<file path="config.mk">
export PLATFORM = sky130hd
export DESIGN_NAME = osms_seq
export DESIGN_NICKNAME = d
export VERILOG_FILES = /design/src/verilog/osms_seq.sv /design/src/verilog/osms_conv.sv
export VERILOG_INCLUDE_DIRS = /design/src /design/src/verilog
export SDC_FILE = /design/constraint.sdc
export NUM_CORES = 1
export LEC_CHECK = 0
export BUFFER_PORTS_ARGS = -buffer_cell sky130_fd_sc_hd__clkbuf_2
export CORE_MARGIN = 5
export CORE_UTILIZATION = 46
export CTS_BUF_LIST = sky130_fd_sc_hd__clkbuf_2
export DETAILED_ROUTE_END_ITERATION = 10
export PLACE_DENSITY = 0.67
export SLEW_MARGIN = 0
export SYNTH_ARGS = -nofsm -noshare
export SYNTH_HDL_FRONTEND = slang
export SYNTH_SLANG_ARGS = --single-unit
</file>
<file path="constraint.sdc">
create_clock -name pclk -period 2.45 [get_ports pclk]
set_input_delay 0.49 -clock pclk [delete_from_list [all_inputs] [get_ports pclk]]
set_output_delay 0.49 -clock pclk [all_outputs]
set_load 0.02 [all_outputs]
</file>
<file path="src/verilog/osms_defs.svh">
// Offsets, field positions, reset values and timing counts of the measurement sequencer
`ifndef OSMS_DEFS_SVH
`define OSMS_DEFS_SVH
// ----------------------------------------
// Register byte offsets
// ----------------------------------------
`define OSMS_OFF_CMD        12'h000
`define OSMS_OFF_RESPONSE   12'h004
`define OSMS_OFF_CHANNEL_ENABLE_LIST     12'h008
`define OSMS_OFF_LEDSEL     12'h00C
`define OSMS_OFF_LEDCUR     12'h010
`define OSMS_OFF_ADCCFG     12'h014
`define OSMS_OFF_RATE       12'h018
`define OSMS_OFF_STATUS     12'h01C
`define OSMS_OFF_VIS        12'h020
`define OSMS_OFF_IR         12'h024
`define OSMS_OFF_PROX0      12'h028
`define OSMS_OFF_PROX1      12'h02C
`define OSMS_OFF_PROX2      12'h030
// ----------------------------------------
// Commands
// ----------------------------------------
`define OSMS_CMD_NOP        8'h00
`define OSMS_CMD_PROX_FORCE 8'h05
`define OSMS_CMD_ALS_FORCE  8'h06
`define OSMS_CMD_BOTH_FORCE 8'h07
`define OSMS_CMD_AUTO_START 8'h0F
`define OSMS_CMD_AUTO_STOP  8'h0B
// ----------------------------------------
// Fields and reset values
// ----------------------------------------
`define OSMS_CH_PROX0       0
`define OSMS_CH_PROX1       1
`define OSMS_CH_PROX2       2
`define OSMS_CH_VIS         4
`define OSMS_CH_IR          5
`define OSMS_RESP_OVF       7
`define OSMS_CHANNEL_ENABLE_LIST_RST     8'h31
`define OSMS_LEDSEL_RST     12'h421
`define OSMS_LEDCUR_RST     12'h333
`define OSMS_ADCCFG_RST     8'h00
`define OSMS_RATE_RST       16'h0100
`define OSMS_RESULT_OVF     16'hFFFF
// ----------------------------------------
// Timing: integration 25.6 us base, steps doubling up to 3.28 ms
// ----------------------------------------
`define OSMS_TINT_NS        25600
`define OSMS_CLK_NS         100
`define OSMS_TINT_CYC       ((`OSMS_TINT_NS + `OSMS_CLK_NS - 1) / `OSMS_CLK_NS)
`define OSMS_TINT_MAXSH     7
`endif

</file>
<file path="src/verilog/osms_seq.sv">
// Measurement sequencer: APB registers, forced and autonomous runs, results
//
// Summary of operation
// - Host command starts one proximity or ambient measurement.
// - Autonomous mode repeats at programmed interval, interrupting after each.
// - Each proximity cycle runs up to three conversions enabled in list.
// - Each proximity conversion has its own LED selection, default single LED.
// - Interrupt may be raised after the enabled proximity set completes.
// - Each LED current is programmable independently, changeable while running.
// - ADC offers low sensitive range and high range for bright light.
// - Saturated conversion loads all ones and flags overflow in response.
// - Result overflow value does not persist; later conversions write normally.
// - Response overflow stays latched until a no-operation command.
// - Commands still accepted and run while overflow is flagged.
// - Ambient infrared conversion skipped when its list bit is clear.
// - Ambient visible and infrared reported as separate result channels.
// - Every result is an unsigned sixteen bit value.
// - Integration time defaults to 25.6 us, programmable up to 3.28 ms.
// - Visible and infrared integration times programmed independently.
//
// The implementer's own choices: the register offsets and the APB register port.
`timescale 1ns/1ns
`include "osms_defs.svh"
package osms_pkg;
  typedef enum logic [2:0] {
    OSMS_IDLE  = 3'b000,
    OSMS_PROX  = 3'b001,
    OSMS_VIS   = 3'b010,
    OSMS_IR    = 3'b011,
    OSMS_WAIT  = 3'b100,
    OSMS_DONE  = 3'b101
  } osms_state_e;
endpackage : osms_pkg

module osms_seq (
  input  wire logic        pclk,
  input  wire logic        presetn,
  input  wire logic        psel,
  input  wire logic        penable,
  input  wire logic        pwrite,
  input  wire logic [11:0] paddr,
  input  wire logic [31:0] pwdata,
  output logic [31:0]      prdata,
  output logic             pready,
  output logic             pslverr,
  input  wire logic [16:0] adc_sample,
  output logic [2:0]       led_on,
  output logic [11:0]      led_current,
  output logic             meas_irq
);
  osms_pkg::osms_state_e state;
  osms_pkg::osms_state_e next_state;
  logic [7:0]  response;
  logic [7:0]  channel_enable_list;
  logic [11:0] ledsel;
  logic [7:0]  adccfg;
  logic [15:0] rate;
  logic        auto_on;
  logic        do_prox;
  logic        do_als;
  logic [1:0]  pidx;
  logic [15:0] rate_cnt;
  logic [15:0] vis_res;
  logic [15:0] ir_res;
  logic [15:0] prox_res [3];
  logic        conv_start;
  logic        conv_done;
  logic [15:0] conv_res;
  logic        conv_ovf;
  logic [2:0]  conv_tint;
  logic        wr_en;
  logic        cmd_wr;
  logic [7:0]  cmd;
  logic        addr_ok;

  // ----------------------------------------
  // APB slave decode
  // ----------------------------------------
  assign wr_en   = psel && penable && pwrite;
  assign pready  = 1'b1;
  assign cmd_wr  = wr_en && paddr == `OSMS_OFF_CMD;
  assign cmd     = pwdata[7:0];
  assign addr_ok = paddr <= `OSMS_OFF_PROX2 && paddr[1:0] == 2'b00;
  assign pslverr = psel && penable && !addr_ok;
  always_ff @(posedge pclk or negedge presetn)
  begin
    if (!presetn)
    begin
      channel_enable_list      <= `OSMS_CHANNEL_ENABLE_LIST_RST;
      ledsel      <= `OSMS_LEDSEL_RST;
      led_current <= `OSMS_LEDCUR_RST;
      adccfg      <= `OSMS_ADCCFG_RST;
      rate        <= `OSMS_RATE_RST;
    end
    else if (wr_en)
    begin
      if (paddr == `OSMS_OFF_CHANNEL_ENABLE_LIST)
        channel_enable_list <= pwdata[7:0];
      else if (paddr == `OSMS_OFF_LEDSEL)
        ledsel <= pwdata[11:0];
      else if (paddr == `OSMS_OFF_LEDCUR)
        led_current <= pwdata[11:0];
      else if (paddr == `OSMS_OFF_ADCCFG)
        adccfg <= pwdata[7:0];
      else if (paddr == `OSMS_OFF_RATE)
        rate <= pwdata[15:0];
    end
  end
  always_ff @(posedge pclk or negedge presetn)
  begin
    if (!presetn)
      prdata <= 32'h00000000;
    else if (psel && !penable && !pwrite)
    begin
      if (paddr == `OSMS_OFF_RESPONSE)
        prdata <= {24'h000000, response};
      else if (paddr == `OSMS_OFF_CHANNEL_ENABLE_LIST)
        prdata <= {24'h000000, channel_enable_list};
      else if (paddr == `OSMS_OFF_LEDSEL)
        prdata <= {20'h00000, ledsel};
      else if (paddr == `OSMS_OFF_LEDCUR)
        prdata <= {20'h00000, led_current};
      else if (paddr == `OSMS_OFF_ADCCFG)
        prdata <= {24'h000000, adccfg};
      else if (paddr == `OSMS_OFF_RATE)
        prdata <= {16'h0000, rate};
      else if (paddr == `OSMS_OFF_STATUS)
        prdata <= {27'h0000000, auto_on, 1'b0, state};
      else if (paddr == `OSMS_OFF_VIS)
        prdata <= {16'h0000, vis_res};
      else if (paddr == `OSMS_OFF_IR)
        prdata <= {16'h0000, ir_res};
      else if (paddr == `OSMS_OFF_PROX0)
        prdata <= {16'h0000, prox_res[0]};
      else if (paddr == `OSMS_OFF_PROX1)
        prdata <= {16'h0000, prox_res[1]};
      else if (paddr == `OSMS_OFF_PROX2)
        prdata <= {16'h0000, prox_res[2]};
      else
        prdata <= 32'h00000000;
    end
  end
  // ----------------------------------------
  // Command handling and overflow latch
  // ----------------------------------------
  always_ff @(posedge pclk or negedge presetn)
  begin
    if (!presetn)
      response <= 8'h00;
    else if (conv_done && conv_ovf)
      response[`OSMS_RESP_OVF] <= 1'b1;
    else if (cmd_wr && cmd == `OSMS_CMD_NOP)
      response <= 8'h00;
  end
  always_ff @(posedge pclk or negedge presetn)
  begin
    if (!presetn)
    begin
      auto_on <= 1'b0;
      do_prox <= 1'b0;
      do_als  <= 1'b0;
    end
    else if (cmd_wr)
    begin
      if (cmd == `OSMS_CMD_AUTO_START)
        auto_on <= 1'b1;
      else if (cmd == `OSMS_CMD_AUTO_STOP)
        auto_on <= 1'b0;
      if (state == osms_pkg::OSMS_IDLE || state == osms_pkg::OSMS_WAIT)
      begin
        do_prox <= cmd == `OSMS_CMD_PROX_FORCE || cmd == `OSMS_CMD_BOTH_FORCE ||
                   cmd == `OSMS_CMD_AUTO_START;
        do_als  <= cmd == `OSMS_CMD_ALS_FORCE || cmd == `OSMS_CMD_BOTH_FORCE ||
                   cmd == `OSMS_CMD_AUTO_START;
      end
    end
    else if (state == osms_pkg::OSMS_WAIT && rate_cnt == 16'h0000)
    begin
      do_prox <= 1'b1;
      do_als  <= 1'b1;
    end
    else if (state == osms_pkg::OSMS_DONE)
    begin
      do_prox <= 1'b0;
      do_als  <= 1'b0;
    end
  end

  // ----------------------------------------
  // Sequencer
  // ----------------------------------------
  function automatic logic [1:0] osms_next_prox(input logic [1:0] from, input logic [7:0] l);
    logic [1:0] n;
    n = 2'd3;
    for (int i = 2; i >= 0; i--)
      if (l[i] && 2'(i) >= from)
        n = 2'(i);
    return n;
  endfunction : osms_next_prox
  always_comb
  begin
    next_state = state;
    case (state)
      osms_pkg::OSMS_IDLE, osms_pkg::OSMS_WAIT:
        if (do_prox && osms_next_prox(2'd0, channel_enable_list) != 2'd3)
          next_state = osms_pkg::OSMS_PROX;
        else if (do_als && channel_enable_list[`OSMS_CH_VIS])
          next_state = osms_pkg::OSMS_VIS;
        else if (do_als && channel_enable_list[`OSMS_CH_IR])
          next_state = osms_pkg::OSMS_IR;
        else if (do_prox || do_als)
          next_state = osms_pkg::OSMS_DONE;
        else if (auto_on)
          next_state = osms_pkg::OSMS_WAIT;
        else
          next_state = osms_pkg::OSMS_IDLE;
      osms_pkg::OSMS_PROX:
        if (conv_done && pidx != 2'd2 && osms_next_prox(pidx + 2'd1, channel_enable_list) != 2'd3)
          next_state = osms_pkg::OSMS_PROX;
        else if (conv_done && do_als && channel_enable_list[`OSMS_CH_VIS])
          next_state = osms_pkg::OSMS_VIS;
        else if (conv_done && do_als && channel_enable_list[`OSMS_CH_IR])
          next_state = osms_pkg::OSMS_IR;
        else if (conv_done)
          next_state = osms_pkg::OSMS_DONE;
      osms_pkg::OSMS_VIS:
        if (conv_done)
          next_state = channel_enable_list[`OSMS_CH_IR] ? osms_pkg::OSMS_IR : osms_pkg::OSMS_DONE;
      osms_pkg::OSMS_IR:
        if (conv_done)
          next_state = osms_pkg::OSMS_DONE;
      osms_pkg::OSMS_DONE:
        next_state = auto_on ? osms_pkg::OSMS_WAIT : osms_pkg::OSMS_IDLE;
      default:
        next_state = osms_pkg::OSMS_IDLE;
    endcase
  end
  always_ff @(posedge pclk or negedge presetn)
  begin
    if (!presetn)
    begin
      state <= osms_pkg::OSMS_IDLE;
      pidx  <= 2'd0;
    end
    else
    begin
      state <= next_state;
      if (next_state == osms_pkg::OSMS_PROX && (state != osms_pkg::OSMS_PROX || conv_done))
        pidx <= osms_next_prox(state == osms_pkg::OSMS_PROX ? pidx + 2'd1 : 2'd0, channel_enable_list);
    end
  end
  // Interval counter reloads on every run so autonomous runs keep spacing
  always_ff @(posedge pclk or negedge presetn)
  begin
    if (!presetn)
      rate_cnt <= 16'h0000;
    else if (state == osms_pkg::OSMS_DONE)
      rate_cnt <= rate;
    else if (state == osms_pkg::OSMS_WAIT && rate_cnt != 16'h0000)
      rate_cnt <= rate_cnt - 16'h0001;
  end
  // Conversion start pulses in the first cycle of entering or re-entering a step
  always_ff @(posedge pclk or negedge presetn)
  begin
    if (!presetn)
      conv_start <= 1'b0;
    else
      conv_start <= (next_state == osms_pkg::OSMS_PROX || next_state == osms_pkg::OSMS_VIS ||
                     next_state == osms_pkg::OSMS_IR) && (next_state != state || conv_done);
  end
  assign conv_tint = state == osms_pkg::OSMS_IR ? adccfg[6:4] : adccfg[2:0];
  assign led_on    = state == osms_pkg::OSMS_PROX ? ledsel[pidx*4 +: 3] : 3'b000;
  osms_conv u_conv (
    .pclk       (pclk),
    .presetn    (presetn),
    .start      (conv_start),
    .tint_sel   (conv_tint),
    .high_range (state == osms_pkg::OSMS_PROX ? adccfg[3] : adccfg[7]),
    .adc_sample (adc_sample),
    .done       (conv_done),
    .result     (conv_res),
    .ovf        (conv_ovf)
  );
  // ----------------------------------------
  // Results and completion event
  // ----------------------------------------
  always_ff @(posedge pclk or negedge presetn)
  begin
    if (!presetn)
    begin
      vis_res  <= 16'h0000;
      ir_res   <= 16'h0000;
      prox_res <= '{16'h0000, 16'h0000, 16'h0000};
    end
    else if (conv_done)
    begin
      if (state == osms_pkg::OSMS_VIS)
        vis_res <= conv_res;
      else if (state == osms_pkg::OSMS_IR)
        ir_res <= conv_res;
      else if (state == osms_pkg::OSMS_PROX)
        prox_res[pidx] <= conv_res;
    end
  end
  always_ff @(posedge pclk or negedge presetn)
  begin
    if (!presetn)
      meas_irq <= 1'b0;
    else
      meas_irq <= state == osms_pkg::OSMS_DONE;
  end
  a_ovf_latch: assert property (@(posedge pclk) disable iff (!presetn)
    (conv_done && conv_ovf) |=> response[`OSMS_RESP_OVF])
    else $error("overflow not latched");
  a_ovf_hold: assert property (@(posedge pclk) disable iff (!presetn)
    (response[`OSMS_RESP_OVF] && !(cmd_wr && cmd == `OSMS_CMD_NOP)) |=>
    response[`OSMS_RESP_OVF])
    else $error("overflow cleared without no-op");
  a_ir_skip: assert property (@(posedge pclk) disable iff (!presetn)
    (state == osms_pkg::OSMS_VIS && conv_done && !channel_enable_list[`OSMS_CH_IR]) |=>
    state == osms_pkg::OSMS_DONE)
    else $error("infrared not skipped");
  a_irq_done: assert property (@(posedge pclk) disable iff (!presetn)
    state == osms_pkg::OSMS_DONE |=> meas_irq)
    else $error("no interrupt after run");
  a_force_run: assert property (@(posedge pclk) disable iff (!presetn)
    (state == osms_pkg::OSMS_IDLE && cmd_wr && cmd == `OSMS_CMD_BOTH_FORCE) |=>
    ##[1:2] state != osms_pkg::OSMS_IDLE)
    else $error("forced run not started");
  a_res_update: assert property (@(posedge pclk) disable iff (!presetn)
    (!conv_done) |=> $stable(vis_res) && $stable(ir_res))
    else $error("result changed mid conversion");
  a_led_idle: assert property (@(posedge pclk) disable iff (!presetn)
    state != osms_pkg::OSMS_PROX |-> led_on == 3'b000)
    else $error("led on outside proximity");
  a_prox_list: assert property (@(posedge pclk) disable iff (!presetn)
    state == osms_pkg::OSMS_PROX |-> channel_enable_list[pidx])
    else $error("disabled proximity conversion run");
endmodule : osms_seq

</file>
<file path="src/verilog/osms_conv.sv">
// One ADC conversion: integration timing and overflow detection
`timescale 1ns/1ns
`include "osms_defs.svh"
module osms_conv #(
  parameter int unsigned BASE_CYC = `OSMS_TINT_CYC
) (
  input  wire logic        pclk,
  input  wire logic        presetn,
  input  wire logic        start,
  input  wire logic [2:0]  tint_sel,
  input  wire logic        high_range,
  input  wire logic [16:0] adc_sample,
  output logic             done,
  output logic [15:0]      result,
  output logic             ovf
);
  logic [15:0] cnt;
  logic        busy;

  // ----------------------------------------
  // Integration counter: base time shifted by tint_sel
  // ----------------------------------------
  always_ff @(posedge pclk or negedge presetn)
  begin
    if (!presetn)
    begin
      cnt  <= 16'h0000;
      busy <= 1'b0;
    end
    else if (start && !busy)
    begin
      cnt  <= 16'((BASE_CYC << tint_sel) - 1);
      busy <= 1'b1;
    end
    else if (busy)
    begin
      if (cnt == 16'h0000)
        busy <= 1'b0;
      else
        cnt <= cnt - 16'h0001;
    end
  end

  // Saturation: low range clips at 16 bits, high range divides by 2 first
  always_ff @(posedge pclk or negedge presetn)
  begin
    if (!presetn)
    begin
      done   <= 1'b0;
      result <= 16'h0000;
      ovf    <= 1'b0;
    end
    else
    begin
      done <= busy && (cnt == 16'h0000);
      if (busy && cnt == 16'h0000)
      begin
        if (high_range)
        begin
          result <= adc_sample[16:1];
          ovf    <= 1'b0;
        end
        else if (adc_sample[16])
        begin
          result <= `OSMS_RESULT_OVF;
          ovf    <= 1'b1;
        end
        else
        begin
          result <= adc_sample[15:0];
          ovf    <= 1'b0;
        end
      end
    end
  end

  a_conv_len: assert property (@(posedge pclk) disable iff (!presetn)
    (start && !busy && tint_sel == 3'd0) |-> ##(BASE_CYC + 1) done)
    else $error("conversion length wrong");
endmodule : osms_conv

</file>
Word level (Yosys, flattened, before mapping)
Index checks and enable logic that the tools add are counted.

$add $sub $neg: 4. $lt $le $gt $ge: 9. Equal/unequal tests: 32. Shifts and indexed selects: 2. Multiplexer cells: 64. Bitwise logic cells: 7. Reductions and logical operators: 68.

Operators by type and width (number): 16-bit two-way mux (20); 12-bit by 6-bit == test with 1-bit output, second input constant (5); 48-bit bitwise mux (1); 12-bit by 5-bit == test with 1-bit output, second input constant (4); 16-bit by 1-bit subtractor with 16-bit output, second input constant (3); 3-bit two-way mux (13); 16-bit demux with 2-bit select (1); 16-bit logical NOT (2); 1-bit logical AND (30); 12-bit by 4-bit == test with 1-bit output, second input constant (2); 8-bit by 3-bit == test with 1-bit output, second input constant (3); 1-bit two-way mux (18); 2-bit two-way mux (9); 8-bit by 4-bit == test with 1-bit output, second input constant (2); 16-bit nonzero test (1); 9-bit by 3-bit left shift with 16-bit output, first input constant (1); 3-bit case mux with 5 select lines (1); 12-bit by 3-bit == test with 1-bit output, second input constant (1); 3-bit by 2-bit == test with 1-bit output, second input constant (4); 12-bit by 6-bit less-or-equal comparator with 1-bit output, second input constant (1); 12-bit logical NOT (1); 12-bit by 5-bit indexed part select with 3-bit output (1); 1-bit logical OR (10); 2-bit AND reduction (5); other kinds (25) (47).

Register bits after elaboration: 230. Bits of input ports: 66. Output and inout bits: 50. Word-level logic and storage cells: 211.

Depth between registers and ports, before layout
Depth after elaboration: 15. Gate-level depth with buffers: 12. Gate-level depth less buffers: 10.

Cells and area by module
A second synthesis with hierarchy kept.

Cell total of the unflattened synthesis: 1072. Area total of the unflattened synthesis: 11111.9 µm².

Modules (own cells, without submodules): osms_seq (times used 1, cells an instance 862, area an instance 9250.1 µm², sequential area each 4495.6 µm²); osms_conv (times used 1, cells an instance 210, area an instance 1861.8 µm², sequential area each 875.8 µm²).

Worst setup path after synthesis
No wires, ideal clock.

Path kind: register to register. Start: register pidx[1]. End: register pidx[1]. Setup time: 0.125 ns. Data arrival time: 2.187 ns. Data required time: 2.325 ns. Slack: 0.138 ns. Stages on the path, launching flop included: 11. Buffers on the path: 1. Period minus slack after synthesis: 2.312 ns. Cell sequence: dfrtp_1 > clkbuf_1 > inv_1 > ha_1 > nand2b_1 > a31oi_1 > nand3b_1 > o21ai_0 > a21o_1 > nand4bb_1 > mux2_2.

Cells in the longest elaborated chain, start to end: 13. Elaborated cells between the ends (all ways): 26. Those cells by class: 1 x add/sub; 5 x order compare; 3 x eq/ne; 9 x mux; 8 x reduce/logical.

Ends and longest elaborated chain: start, declared (line osms_seq.sv:61) `logic [1:0] pidx;`; start signal, assigned (line osms_seq.sv:249) `pidx <= osms_next_prox(state == osms_pkg::OSMS_PROX ? pidx + 2'd1 : 2'd0, channel_enable_list);`; 2-bit by 1-bit adder with 2-bit output (line osms_seq.sv:218) `if (conv_done && pidx != 2'd2 && osms_next_prox(pidx + 2'd1, channel_enable_list) != 2'd3)`; 2-bit >= comparator (line osms_seq.sv:196) `if (l[i] && 2'(i) >= from)`; 1-bit logical AND (line osms_seq.sv:196); 1-bit two-way mux (line osms_seq.sv:196); 2-bit two-way mux (2 in a row) (line osms_seq.sv:196); 2-bit two-way mux (line osms_seq.sv:203) `case (state)`; 2-bit inequality test (line osms_seq.sv:218); 1-bit logical AND (*) (line osms_seq.sv:218); 3-bit two-way mux (*) (line osms_seq.sv:218); 3-bit case mux with 5 select lines (*) (line osms_seq.sv:203); named net next_state[2] (line osms_seq.sv:52) `osms_pkg::osms_state_e next_state;`; 3-bit by 1-bit == test with 1-bit output (*) (line osms_seq.sv:248) `if (next_state == osms_pkg::OSMS_PROX && (state != osms_pkg::OSMS_PROX || conv_done))`; 1-bit logical AND (*) (line osms_seq.sv:248).

The timed path passes the listed nets; every way through them passes the cells marked *. The select of a mux whose other input is x is not followed. A chain may end at the register's enable or synchronous reset.

Worst setup path in the final report
Start: register pidx[1]. End: output port led_on[1].

Cells in the longest elaborated chain, start to end: 2.

Ends and longest elaborated chain: 12-bit by 5-bit indexed part select with 3-bit output (line osms_seq.sv:272) `assign led_on = state == osms_pkg::OSMS_PROX ? ledsel[pidx*4 +: 3] : 3'b000;`; 3-bit two-way mux (line osms_seq.sv:272); end, declared (line osms_seq.sv:47) `output logic [2:0] led_on,`.

No other way between the ends.

==> results.sh <==
export IMPL_outcome="finished, violations left"
export IMPL_violations="setup timing"
export IMPL_drc=0
export IMPL_fmaxAchievable_mhz=388
export IMPL_final_setup_viol_count=3
export IMPL_vias_per_cell=5.71
export IMPL_layout_drive_gt1_share_pct=31.6
export IMPL_netlist_top_cells_area="dfrtp_1 45%, mux2_2 13%, o21ai_0 4.1%"
export IMPL_nNetsFinal=1392
export IMPL_max_slew_margin_pct=65.9
export IMPL_detail_route_wl_per_cell_um=18.6
export IMPL_final_area_um2=13300
export IMPL_synthMuxAreaShare_pct=14.6
export IMPL_synth_ff_latch_count=214
export IMPL_leakage_nw=6.38
export IMPL_gp_congestion=0.937
export IMPL_clock_latency_ns=0.91
export IMPL_synth_top_family_by_area="simple AND/OR/NAND/NOR gates"
export IMPL_drt_total_wl_um=31300
export IMPL_synth_fa_ha_area_share_pct=0.666
export IMPL_cap_violations=0
export IMPL_rr_worst_depth=10
export IMPL_port_buffers=82
export IMPL_rsz0062_at_grt="true"
export IMPL_hold_ws_ns=0.0461
export IMPL_synth_top_area_share_pct=44.6
export IMPL_grt_pass1_wl_um=50800
export IMPL_hpwl_um=22900
export IMPL_first_global_vias=9466
export IMPL_hold_viol=0
export IMPL_yosys_cell_count_top_type="dfrtp_1"
export IMPL_core_um2=24200
export IMPL_synth_edf_count=0
export IMPL_cts_root_buf="clkbuf_2"
export IMPL_fin_worst_skew_ns=0.112
export IMPL_end_kind="primary output"
export IMPL_dp_cells=1547
export IMPL_fillers=2232
export IMPL_ys_warn_count=0
export IMPL_syn_cell_area_um2=11300
export IMPL_grtUsageTotal_pct=22.4
export IMPL_min_period_ns=2.58
export IMPL_cp_arrival_ns=2.09
export IMPL_critPathMaxFanout=4
export IMPL_hold_class="in -> reg"
export IMPL_clock_sinks=214
export IMPL_grt_remaining_overflow=0
export IMPL_cts_tree="yes"
export IMPL_period_share_pct=105
export IMPL_synth_compound_area_share_pct=15.2
export IMPL_yosys_area_top_type="dfrtp_1"
export IMPL_place_area_um2=12400
export IMPL_worstPathRequired_ns=1.96
export IMPL_fin_cells=1685
export IMPL_drt_iter0_markers=925
export IMPL_synth_simple_area_share_pct=16.9
export IMPL_ys_flop_type="dfrtp_1"
export IMPL_antenna_left=0
export IMPL_core_rowCount=57
export IMPL_setup_tns_final_ns=-0.249
export IMPL_async_flop_share_pct=100
export IMPL_dieWidth_um=167
export IMPL_p_per_area_nw_per_um2=678
export IMPL_clk_pin_slew_worst_paths_ns=0.09
export IMPL_grt_max_degree=58
export IMPL_dr_pass1_iters=6
export IMPL_worstMarginPinSlew_ns=0.507
export IMPL_htree_levels=2
export IMPL_die_area_um2=27700
export IMPL_slew_viol_final=0
export IMPL_cts_inserted_buffers=56
export IMPL_start_util_pct=46.5
export IMPL_synth_cell_types=75
export IMPL_avgSynthCellArea_um2=9.95
export IMPL_fin_ws_ns=-0.129
export IMPL_ios=116
export IMPL_ys_seq_area_share_pct=47.6
export IMPL_start_kind="flop"
export IMPL_vias=9624
export IMPL_area_delta_synth_final_pct=17.9
export IMPL_hold_path_depth=3
export IMPL_irDropWorstVdd_uv=407
export IMPL_die_h_um=167
export IMPL_total_power_mw=9.01
export IMPL_synth_common_cells="201 x dfrtp_1, 133 x mux2_2, 119 x nand2_1"
export IMPL_synth_cells=1133
export IMPL_setup_worst_path_class="reg -> out"
export IMPL_antenna_found_initial=1
export IMPL_clk_path_buf_depth=3
export IMPL_synth_xor_area_share_pct=0.544
[stage by stage]
stage / utilization, % / setup WS (ns)
2_1_floorplan: - / 0.138
3_3_place_gp: 51.0 / -0.0371
3_5_place_dp: 51.0 / -0.0490
4_1_cts: 54.7 / -0.174
5_1_grt: 54.8 / -0.248
6_report: 54.8 / -0.129
[worst max-delay path, cell delays in order, from the launching register on]
cell and delay [ns]:
dfrtp_1 0.37, buf_6 0.14, mux2i_4 0.23, nor2_1 0.06, a31oi_1 0.22, nor2_1 0.06
buf_4 0.16
[cells by family (layout without fill, tap and decap cells)]
group,after synthesis,count (layout)
other cells,2,18
simple gates,373,373
compound gates,281,281
fa+ha+maj,6,6
flops,214,214
buf+inv,105,317
xor+xnor,7,7
mux,145,145
[final cells by class]
type / count / area (um^2) / area share (%)
Multi-Input combinational cell: 829 / 5520 / 41.5
Sequential cell: 214 / 5370 / 40.4
Timing Repair Buffer: 195 / 1420 / 10.7
Tap cell: 324 / 405 / 3.05
Clock buffer: 80 / 400 / 3.01
Inverter: 24 / 90.1 / 0.678
Clock inverter: 18 / 82.6 / 0.621
Antenna cell: 1 / 2.50 / 0.0188
[layout by cell type (no fill, tap or decap), types with 10 or more instances in the layout]
cell type,count
a21oi_1,87
a221o_1,10
a22oi_1,13
a31oi_1,14
buf_4,72
clkbuf_2,159
clkinv_1,14
conb_1,17
dfrtp_1,200
dfstp_2,13
dlygate4sd3_1,37
inv_1,22
mux2_2,133
nand2_1,119
nand2b_1,13
nand3_1,26
nor2_1,94
nor3_1,31
nor4_1,10
o21ai_0,92
[report_power, final]
group	leakage (nW)	total [mW]	internal [mW]	switching [mW]
registers	2.80	4.39	3.91	0.479
clock network	0.367	2.39	0.891	1.50
logic	3.21	2.23	0.938	1.29
[flip-flops by register name, indices dropped and copies added, names as in the netlist, 12 cells and up]
name           flops
ir_res            16
led_current       12
ledsel            12
prdata            16
prox_res          48
rate              16
rate_cnt          16
u_conv.cnt        16
u_conv.result     16
vis_res           16
[final timing paths]
check                               from               end  slack [ns]
max                              pidx[1]         led_on[1]       -0.13
min                        adc_sample[2]  u_conv.result[1]        0.05
max reg2reg                     state[2]  u_conv.result[9]        0.12
min reg2reg                   prdata[13]        prdata[13]        0.49
max in group asynchronous        presetn     u_conv.cnt[1]        1.53
min in group asynchronous        presetn    led_current[7]        0.13
[metal layers]
metal / routed length [um] / part of all wire (%) / global-route usage (%) / vias up
met2: 14500 / 46 / 35.4 / 380
met5: 0 / 0 / 0 / -
met3: 2030 / 6.5 / 3.93 / 74
met1: 13700 / 44 / 30.8 / 4691
li1: - / - / - / 4479
met4: 1010 / 3.2 / 9.21 / 0
[repair_timing]
item,CTS,global route
setup endpoints to repair,3,20
gates resized for setup,7,9
hold endpoints to repair,195,0
buffers inserted,2,0
hold buffers,37,0
Note: power is estimated with default switching activity, not from simulation.
